[config.mk]
export PLATFORM = sky130hd
export DESIGN_NAME = hbw_iso_regs
export DESIGN_NICKNAME = d
export VERILOG_FILES = /design/src/pkg/hbw_iso_pkg.sv /design/src/hdl/hbw_iso_regs.sv
export SDC_FILE = /design/constraint.sdc
export NUM_CORES = 1
export LEC_CHECK = 0
export BUFFER_PORTS_ARGS = -buffer_cell sky130_fd_sc_hd__buf_2
export CORE_ASPECT_RATIO = 1.75
export CORE_UTILIZATION = 35
export CTS_CLUSTER_DIAMETER = 60
export CTS_CLUSTER_SIZE = 30
export DETAILED_ROUTE_END_ITERATION = 12
export PLACE_DENSITY_LB_ADDON = 0.25
export SYNTH_ARGS = -nofsm -noshare
export SYNTH_HDL_FRONTEND = slang
export SYNTH_SLANG_ARGS = --single-unit
[constraint.sdc]
create_clock -name pclk -period 2 [get_ports pclk]
set_input_delay 0.2 -clock pclk [delete_from_list [all_inputs] [get_ports pclk]]
set_output_delay 0.2 -clock pclk [all_outputs]
set_load 0.01 [all_outputs]
[src/pkg/hbw_iso_pkg.sv]
// constants, types and pid decoding shared by the isochronous in sequence checker
package hbw_iso_pkg;
	// register byte offsets
	localparam int ADDR_WIDTH = 12;
	localparam logic [11:0] CTRL_OFFSET = 12'h000;
	localparam logic [11:0] ARM_OFFSET = 12'h004;
	localparam logic [11:0] STATUS_OFFSET = 12'h008;
	localparam logic [11:0] COUNT_OFFSET = 12'h00C;
	// field positions
	localparam int CTRL_ENABLE_BIT = 0;
	localparam int CTRL_BURST_LSB = 4;
	localparam int CTRL_MAXPKT_LSB = 16;
	localparam int ARM_ACTIVE_BIT = 0;
	localparam int STATUS_STATE_LSB = 0;
	localparam int STATUS_CNT_LSB = 8;
	localparam int STATUS_CODE_LSB = 16;
	localparam int STATUS_ACTIVE_BIT = 24;
	localparam int COUNT_ADV_LSB = 0;
	localparam int COUNT_ERR_LSB = 16;
	// field widths and reset values
	localparam int BURST_WIDTH = 2;
	localparam int MAXPKT_WIDTH = 11;
	localparam logic [1:0] BURST_RESET = 2'h1;
	localparam logic [10:0] MAXPKT_RESET = 11'h400;
	// data pid codes as seen on the wire
	localparam logic [3:0] PID_DATA0 = 4'h3;
	localparam logic [3:0] PID_DATA1 = 4'hB;
	localparam logic [3:0] PID_DATA2 = 4'h7;
	// completion codes handed to the completion-reporting logic
	localparam logic [2:0] CODE_NONE = 3'h0;
	localparam logic [2:0] CODE_SUCCESS = 3'h1;
	localparam logic [2:0] CODE_TRANSACTION_ERROR = 3'h2;
	localparam logic [2:0] CODE_BABBLE = 3'h3;
	// sequence tracker states
	typedef enum logic [2:0] {st_idle, st_start_tok, st_start_wait, st_next_tok, st_next_wait} seq_state_type;
	// returns {is_data, value number}; anything but data0/1/2 is not a data pid
	function automatic logic [2:0] pid_value(input logic [3:0] pid);
		if (pid == PID_DATA0)
			return 3'h4;
		else if (pid == PID_DATA1)
			return 3'h5;
		else if (pid == PID_DATA2)
			return 3'h6;
		else
			return 3'h0;
	endfunction
endpackage
[src/hdl/hbw_iso_regs.sv]
// apb register slave: configuration, arming and status read-back
`timescale 1ns/1ps
module hbw_iso_regs
	import hbw_iso_pkg::*;
(
	input wire logic pclk,
	input wire logic presetn,
	input wire logic psel,
	input wire logic penable,
	input wire logic pwrite,
	input wire logic [ADDR_WIDTH-1:0] paddr,
	input wire logic [31:0] pwdata,
	output logic pready,
	output logic [31:0] prdata,
	output logic pslverr,
	input wire logic hw_clear_active,
	input wire logic [31:0] status_word,
	input wire logic [31:0] count_word,
	output logic enable,
	output logic [BURST_WIDTH-1:0] burst,
	output logic [MAXPKT_WIDTH-1:0] max_packet,
	output logic active
);
	typedef struct packed {
		logic enable;
		logic [BURST_WIDTH-1:0] burst;
		logic [MAXPKT_WIDTH-1:0] max_packet;
		logic active;
		logic [31:0] rdata;
	} regs_type;
	regs_type r;
	regs_type next_r;
	logic setup;
	logic wr;

	// decode shared by the error answer and the write strobe
	function automatic logic addr_mapped(input logic [ADDR_WIDTH-1:0] a);
		return (a == CTRL_OFFSET) || (a == ARM_OFFSET) || (a == STATUS_OFFSET) || (a == COUNT_OFFSET);
	endfunction

	// zero wait states; writes land on the access edge
	assign setup = psel & ~penable;
	assign wr = psel & penable & pwrite & addr_mapped(paddr);
	assign pready = 1'b1;
	assign pslverr = psel & penable & ~addr_mapped(paddr);
	assign prdata = r.rdata;
	assign enable = r.enable;
	assign burst = r.burst;
	assign max_packet = r.max_packet;
	assign active = r.active;

	// next register values
	always_comb
	begin
		next_r = r;
		// software arming below wins over the end-of-sequence clear
		if (hw_clear_active)
			next_r.active = 1'b0;
		if (wr)
		begin
			if (paddr == CTRL_OFFSET)
			begin
				next_r.enable = pwdata[CTRL_ENABLE_BIT];
				// burst frozen while configured
				// endpoint fields only change while disabled
				if (!r.enable)
				begin
					next_r.burst = pwdata[CTRL_BURST_LSB +: BURST_WIDTH];
					next_r.max_packet = pwdata[CTRL_MAXPKT_LSB +: MAXPKT_WIDTH];
				end
			end
			else if (paddr == ARM_OFFSET)
			begin
				if (pwdata[ARM_ACTIVE_BIT])
					next_r.active = 1'b1;
			end
		end
		// read data captured in setup so it comes from a flop in access
		if (setup)
		begin
			next_r.rdata = 32'h00000000;
			if (paddr == CTRL_OFFSET)
			begin
				next_r.rdata[CTRL_ENABLE_BIT] = r.enable;
				next_r.rdata[CTRL_BURST_LSB +: BURST_WIDTH] = r.burst;
				next_r.rdata[CTRL_MAXPKT_LSB +: MAXPKT_WIDTH] = r.max_packet;
			end
			else if (paddr == ARM_OFFSET)
				next_r.rdata[ARM_ACTIVE_BIT] = r.active;
			else if (paddr == STATUS_OFFSET)
				next_r.rdata = status_word;
			else if (paddr == COUNT_OFFSET)
				next_r.rdata = count_word;
		end
	end

	// state register
	always_ff @(posedge pclk or negedge presetn)
	begin
		if (!presetn)
			r <= '{enable: 1'b0, burst: BURST_RESET, max_packet: MAXPKT_RESET, active: 1'b0, rdata: 32'h00000000};
		else
			r <= next_r;
	end
endmodule // hbw_iso_regs

==> metrics.yaml, run 1 <==
setup_path:
  worstPathArrival_ns: 2.10
  critPathLaunchType: "input port"
  cp_max_fo: 28
  critPathRequiredTime_ns: 2.21
  crit_type: "in2reg"
  crit_path_end_kind: "flip-flop"
logic_synthesis:
  syn_inst: 197
  yosysWarnings: 0
  synth_edf_count: 0
  avgSynthCellArea_um2: 11.7
  yosysMostFrequentCell: "dfrtp_1"
  synthArstFlopShare: 1.00
  synth_cell_types: 32
  synth.area.top_cells: "dfrtp_1 49%, mux2i_1 14%, mux2_2 6.9%"
  synth_top_flop_cell: "dfrtp_1"
  netlist_top_cells_count: "45 x dfrtp_1, 31 x mux2i_1, 22 x nand2_1, 14 x mux2_2, 12 x o21ai_2"
  yosys.area.top_type: "dfrtp_1"
  yosysSeqAreaShare: 0.513
  synthesis.area_mm2: 0.00230
  synth_top_cell_area_share: 0.490
  syn_nets: 311
  yosys_register_bits: 47
route:
  drtIter0Drc: 113
  drc: 0
  antenna_left: 0
  vias: 2061
  routedWlPerCell_um: 13.8
  drtPass1Iterations: 4
  viasPerCell: 4.86
  wl_um: 5830
power_and_ir_drop:
  ir_drop_v: 0.000396
  p_leak_nw: 1.80
  power_switching_w: 0.000405
  powerDensity_mw_per_mm2: 553
  p_seq_frac: 0.533
  netSwitchingFraction: 0.227
  power.total_w: 0.00178
  pwr-share-comb: 0.122
  clockPowerShare: 0.345
  p_int_w: 0.00138
cts:
  clk_pin_slew_ns: 0.08
  cts-htree-levels: 2
  cts_tree: "yes"
  clock_latency_ns: 0.29
  clockBufferDepth: 2
  clock_sinks: 47
  cts_made_buffers: 5
  clock-root-buffer: "clkbuf_8"
layout:
  final_cell_area_mm2: 0.00323
  antennaDiodeCount: 0
  multi_input_area_mm2: 0.00102
  nFillCells: 635
  fin_nets: 457
  regArea_mm2: 0.00118
  utilization: 0.515
  drive_above_1_share: 0.567
  fin_cells: 424
  syn_to_final_growth_pct: 40.5
floorplanning:
  fp.dieW_um: 63.3
  die_area_mm2: 0.00691
  fp-row-count: 38
  io_pins: 163
  die_h_um: 109
  core_area_mm2: 0.00628
  start_util: 0.366
grt:
  track_usage: 0.175
  grt_remaining_overflow: 0
  grt_pass1_wl_um: 9330
  grt_pass1_vias: 1960
  grt_start_max_net_pins: 37
  antenna_found_initial: 0
placed_design:
  dp.final_hpwl_um: 4500
  pre_cts_slack_ns: -0.214
  post-place-cells: 415
  place.gp.congestion: 0.738
  placement.io_buffers: 143
  dpl_cell_area_mm2: 0.00312
timing:
  clock_skew_ns: 0.00568
  fmax_mhz: 530
  hold_viol_final: 0
  finalSetupViolCount: 0
  finalCriticalPeriod_ns: 1.89
  postLayoutSetupSlackWorst_ns: 0.114
  slew_headroom: 0.640
  rsz0062_at_grt: "no"
  worstMarginPinSlew_ns: 0.539
  period_share: 0.943
  maxSlewViolCount: 0
hold_path:
  hold_path.class: "in2reg"
job:
  maxCapViolCount: 0
status:
  status: "finished, final reports clean"
==> state kept, by name (all words and copies together) (netlist names) <==
register / flops
prdata: 32
max_packet: 11
burst: 2
active: 1
enable: 1
==> cell families (layout without fill, tap and decap cells) <==
family	Yosys count	count (layout)	synth area share
simple gates	40	40	0.0893
flops	47	47	0.513
other cells	1	1	0.00163
compound gates	46	46	0.137
buf+inv	17	164	0.0457
mux	46	46	0.213
==> cell usage in the layout (no fill, tap or decap), types with 7 or more instances in the layout <==
cell      count
nand2_1      22
mux2i_1      31
o21ai_0       9
a22oi_1      10
o21ai_1       8
clkbuf_8      7
dfrtp_1      45
mux2_2       14
buf_2       143
buf_4         8
o21ai_2      12
==> layer usage <==
metal,up-vias,track usage,wire [um]
li1,1002,-,-
met5,-,0,0
met1,972,0.185,2050
met3,11,0.0272,262
met2,76,0.335,3370
met4,0,0.0779,142
==> critical path, stage by stage <==
cell and delay (ns):
buf_2 0.10, or4_4 0.52, or3_1 0.46, or3_4 0.57, o21ai_0 0.23
==> final timing paths <==
path	from	end	slack (ns)	depth (start not counted)
min in group asynchronous	presetn	active	0.44	2
min reg2reg	prdata[2]	prdata[2]	0.48	2
max reg2reg	enable	max_packet[8]	0.32	4
max in group asynchronous	presetn	burst[0]	0.97	3
max	paddr[7]	prdata[12]	0.11	5
min	hw_clear_active	active	0.10	2
==> timing repair <==
action / CTS / global route
resized for setup: 0 / 0
hold buffers: 1 / 0
buffers inserted: 0 / 0
hold endpoints to repair: 20 / 0
==> area by class of cell <==
cell class / instances / share of cell area
flip-flops and latches: 47 / 0.365
multi-input cells: 133 / 0.315
repair buffers: 154 / 0.256
inverters: 2 / 0.00232
clock buffers: 8 / 0.0310
well taps: 80 / 0.0310
==> metrics by stage <==
stage	hold WS (ns)	setup TNS (ns)
CTS	0.0880	0
global placement	0.216	-5.06
global route	0.0868	0
floorplan	-0.0956	-0.444
detailed placement	0.216	-5.49
finish	0.101	0
==> power by group through the flow <==
stage | combinational [W] | clock (W) | sequential (W)
floorplan | 0.0000851 | 0 | 0.000970
global placement | 0.000217 | 0 | 0.000969
detailed placement | 0.000221 | 0 | 0.000969
CTS | 0.000223 | 0.000636 | 0.000951
global route | 0.000244 | 0.000678 | 0.000951
finish | 0.000218 | 0.000616 | 0.000950
No activity file was read; power rests on OpenSTA's default activity.
==> inputs of run 2 (changes only) <==
--- a/config.mk
+++ b/config.mk
@@ -6,8 +6,10 @@
 export NUM_CORES = 1
 export LEC_CHECK = 0
 export BUFFER_PORTS_ARGS = -buffer_cell sky130_fd_sc_hd__buf_2
+export CELL_PAD_IN_SITES_DETAIL_PLACEMENT = 0
+export CELL_PAD_IN_SITES_GLOBAL_PLACEMENT = 1
 export CORE_ASPECT_RATIO = 1.75
-export CORE_UTILIZATION = 35
+export CORE_UTILIZATION = 29
 export CTS_CLUSTER_DIAMETER = 60
 export CTS_CLUSTER_SIZE = 30
 export DETAILED_ROUTE_END_ITERATION = 12
==> metrics.yaml, run 2 (synthesized netlist as in run 1, its figures left out) <==
setup_path:
  worstReg2RegStart: "enable"
  cp_max_fo: 28
  reg2reg_to: "max_packet[2]"
  critPathLaunchType: "input port"
  critPathRequiredTime_ns: 2.20
  crit_type: "in2reg"
  crit_path_end_kind: "flip-flop"
  worst-r2r-cell-count: 4
  r2r_slack_ns: 0.29
  worstPathArrival_ns: 2.11
cts:
  cts-htree-levels: 2
  cts_tree: "yes"
  clock-root-buffer: "clkbuf_16"
  clock_sinks: 47
  cts_made_buffers: 5
  clock_latency_ns: 0.28
  clk_pin_slew_ns: 0.06
  clockBufferDepth: 2
timing:
  postLayoutSetupSlackWorst_ns: 0.0843
  worstMarginPinSlew_ns: 0.603
  maxSlewViolCount: 0
  hold_viol_final: 0
  period_share: 0.958
  finalCriticalPeriod_ns: 1.92
  fmax_mhz: 522
  clock_skew_ns: 0.00202
  slew_headroom: 0.598
  rsz0062_at_grt: "no"
  finalSetupViolCount: 0
route:
  drc: 0
  wl_um: 6140
  drtPass1Iterations: 4
  vias: 2050
  antenna_left: 0
  drtIter0Drc: 74
  viasPerCell: 4.75
  routedWlPerCell_um: 14.2
job:
  maxCapViolCount: 0
grt:
  grt_pass1_vias: 2040
  grt_remaining_overflow: 0
  grt_start_max_net_pins: 37
  track_usage: 0.152
  antenna_found_initial: 0
  grt_pass1_wl_um: 9890
placed_design:
  placement.io_buffers: 143
  dp.final_hpwl_um: 4720
  place.gp.congestion: 0.781
  pre_cts_slack_ns: -0.218
layout:
  largest_reg_flops: 32
  regArea_mm2: 0.00118
  antennaDiodeCount: 0
  multi_input_area_mm2: 0.00102
  syn_to_final_growth_pct: 43.3
  final_common_cell: "buf_2"
  fin_nets: 458
  layout_common_cells: "143 x buf_2, 45 x dfrtp_1, 31 x mux2i_1, 22 x nand2_1, 14 x mux2_2"
  drive_above_1_share: 0.567
  nFillCells: 744
floorplanning:
  start_util: 0.302
  fp.dieW_um: 69.3
  die_h_um: 120
  core_area_mm2: 0.00762
  fp-row-count: 42
  die_area_mm2: 0.00830
  io_pins: 163
hold_path:
  worstHoldStart: "hw_clear_active"
  min_to: "active"
  hold_path.class: "in2reg"
  holdPathStages: 2
power_and_ir_drop:
  ir_drop_v: 0.000370
  powerDensity_mw_per_mm2: 632
  p_leak_nw: 1.83
  power.total_w: 0.00208
status:
  status: "finished, final reports clean"
==> run 2: cell types whose count changed in the layout (fill, tap and decap cells not counted), sizes merged <==
cell,before,now
buf,153,154
clkbuf,8,6
bufinv,0,1
==> run 2: worst max-delay path by stage <==
stage / end / from
2_1_floorplan: prdata[4] / paddr[7]
3_3_place_gp: prdata[12] / paddr[7]
3_5_place_dp: prdata[13] / paddr[7]
4_1_cts: prdata[13] / paddr[7]
5_1_grt: prdata[15] / paddr[7]
6_report: prdata[15] / paddr[7]
==> run 2: critical path, cell delays in order <==
cell and delay, ns:
buf_2 0.09, or4_4 0.52, or3_1 0.47, or3_4 0.58
o21ai_0 0.23
==> run 2: metal layers <==
metal | wire, um | up-vias | part of all wire | global-route usage
met5 | 0 | - | 0 | 0
met4 | 133 | 0 | 0.022 | 0.0740
met3 | 237 | 10 | 0.039 | 0.0302
met2 | 3430 | 72 | 0.56 | 0.272
met1 | 2340 | 968 | 0.38 | 0.169
li1 | - | 1000 | - | -
==> run 2: where the power goes <==
| part | switching [W] | internal [W] | total (W) |
|---|---|---|---|
| sequential | 0.000000403 | 0.000952 | 0.000952 |
| clock | 0.000328 | 0.000583 | 0.000911 |
| combinational | 0.000105 | 0.000113 | 0.000217 |
==> run 2: layout make-up <==
cell class / count / share of cell area
clock inverter: 1 / 0.00912
tap: 88 / 0.0334
multi-input combinational: 133 / 0.309
inverter: 2 / 0.00228
sequential: 47 / 0.358
timing repair buffer: 155 / 0.249
clock buffer: 6 / 0.0391
==> run 2: per-stage QoR <==
| step | hold slack (ns) | setup TNS (ns) | instances | util | cell area [um^2] |
|---|---|---|---|---|---|
| finish | 0.117 | 0 | 432 | 0.432 | 3290 |
| global route | 0.108 | 0 | 432 | 0.432 | 3290 |
| CTS | 0.101 | 0 | 432 | 0.432 | 3290 |
| detailed placement | 0.251 | -6.43 | 424 | 0.410 | 3120 |
| global placement | 0.234 | -5.35 | 424 | 0.410 | 3120 |
| floorplan | -0.0956 | -0.444 | 197 | - | 2300 |
==> run 2: repair_timing <==
item | CTS | global route
gates resized for setup | 0 | 0
hold endpoints to repair | 24 | 0
hold buffers | 1 | 0
buffers inserted | 0 | 0
==> inputs of run 3 (changes only) <==
--- a/config.mk
+++ b/config.mk
@@ -9,7 +9,8 @@
 export CELL_PAD_IN_SITES_DETAIL_PLACEMENT = 0
 export CELL_PAD_IN_SITES_GLOBAL_PLACEMENT = 1
 export CORE_ASPECT_RATIO = 1.75
-export CORE_UTILIZATION = 29
+export CORE_UTILIZATION = 30
+export CTS_BUF_LIST = sky130_fd_sc_hd__clkbuf_4
 export CTS_CLUSTER_DIAMETER = 60
 export CTS_CLUSTER_SIZE = 30
 export DETAILED_ROUTE_END_ITERATION = 12
==> metrics.yaml, run 3 (synthesized netlist as in run 1, its figures left out) <==
timing:
  finalCriticalPeriod_ns: 1.90
  worstMarginPinSlew_ns: 0.574
  hold_viol_final: 0
  finalSetupViolCount: 0
  maxSlewViolCount: 0
  period_share: 0.952
  whs_ns: 0.0634
  clock_skew_ns: 0.00684
  rsz0062_at_grt: "no"
  slew_headroom: 0.617
  fmax_mhz: 525
floorplanning:
  fp.dieW_um: 68.2
  start_util: 0.313
  io_pins: 163
  fp-row-count: 41
  die_h_um: 118
  die_area_mm2: 0.00803
  core_area_mm2: 0.00734
setup_path:
  cp_slowest_stage_delay_ns: 0.53
  crit_path_end_kind: "primary output"
  cp_max_fo: 6
  crit_path_cell_trace: "buf_2 > or4_4 > or3_4 > buf_4 > and3_1 > buf_2"
  critPathLaunchType: "input port"
  cpMostUsedCell: "buf_2"
  worst_path_max_delay_cell: "or4_4"
  worstPathArrival_ns: 1.70
  critPathRequiredTime_ns: 1.80
  crit_type: "in2out"
route:
  vias: 2049
  routedWlPerCell_um: 14.7
  viasPerCell: 4.75
  antenna_left: 0
  drc: 0
  drtPass1Iterations: 4
  drtIter0Drc: 112
  wl_um: 6350
cts:
  cts_made_buffers: 5
  clk_pin_slew_ns: 0.14
  cts_setup_buffers: 0
  clock_sinks: 47
  clock-root-buffer: "clkbuf_4"
  cts-htree-levels: 2
  cts_tree: "yes"
  clock_latency_ns: 0.35
  clockBufferDepth: 2
placed_design:
  place.gp.congestion: 0.766
  dp.final_hpwl_um: 4800
  placement.io_buffers: 143
  post-place-cells: 421
layout:
  drive_above_1_share: 0.571
  fin_nets: 458
  antennaDiodeCount: 0
  largest_reg_flops: 32
  layout_common_cells: "143 x buf_2, 45 x dfrtp_1, 31 x mux2i_1, 22 x nand2_1, 14 x mux2_2"
  fin_cells: 431
  final_common_cell: "buf_2"
  syn_to_final_growth_pct: 39.6
power_and_ir_drop:
  powerDensity_mw_per_mm2: 508
  p_leak_nw: 1.79
  power.total_w: 0.00163
  ir_drop_v: 0.000390
hold_path:
  hold_path.class: "in2reg"
job:
  maxCapViolCount: 0
grt:
  antenna_found_initial: 0
  track_usage: 0.168
  grt_remaining_overflow: 0
  grt_start_max_net_pins: 37
  grt_pass1_wl_um: 9890
  grt_pass1_vias: 2060
status:
  status: "finished, final reports clean"
## run 3: worst max-delay path, delay by kind of cell
kind / cells / cell delay, ns
AND/OR/NAND/NOR: 3 / 1.10
buffers and inverters: 3 / 0.41
## run 3: metal layers
layer | track usage | wire length [um] | vias up
li1 | - | - | 1001
met1 | 0.170 | 2210 | 964
met5 | 0 | 0 | -
met4 | 0.0612 | 138 | 0
met2 | 0.314 | 3690 | 75
met3 | 0.0349 | 312 | 9
## run 3: final cells by class
| type | instances | area, um^2 |
|---|---|---|
| Fill cell | 751 | 4130 |
| Sequential cell | 47 | 1180 |
| Multi-Input combinational cell | 133 | 1020 |
| Timing Repair Buffer | 155 | 836 |
| Tap cell | 86 | 108 |
| Clock buffer | 6 | 45.0 |
| Clock inverter | 2 | 12.5 |
| Inverter | 2 | 7.51 |
## run 3: timing repair
action,in CTS,in global routing
endpoints found under the hold margin,21,1
hold buffers,1,1
endpoints found under the setup margin,0,1
resized for setup,0,1
## run 3: stage by stage
step                instance area, um^2  setup slack [ns]  utilization  TNS (ns)
global placement                   3130            -0.146        0.426     -4.37
global route                       3210            0.0495        0.437         0
floorplan                          2300           -0.0239            -    -0.444
detailed placement                 3130            -0.168        0.426     -4.75
CTS                                3190            0.0448        0.435         0
finish                             3210            0.0950        0.437         0
## run 3: final timing paths
| check | end | cells after the start | slack [ns] | from |
|---|---|---|---|---|
| min reg2reg | prdata[24] | 2 | 0.49 | prdata[24] |
| min | burst[0] | 2 | 0.06 | pwdata[4] |
| max reg2reg | max_packet[2] | 4 | 0.29 | enable |
| min in group asynchronous | active | 2 | 0.36 | presetn |
| max in group asynchronous | burst[0] | 3 | 1.04 | presetn |
| max | pslverr | 6 | 0.1 | paddr[7] |
## run 3: report_power, final
part           internal [W]  switching, W  leakage, nW
Sequential         0.000951   0.000000402        0.650
Combinational      0.000114      0.000106         1.11
Clock              0.000150      0.000309       0.0317
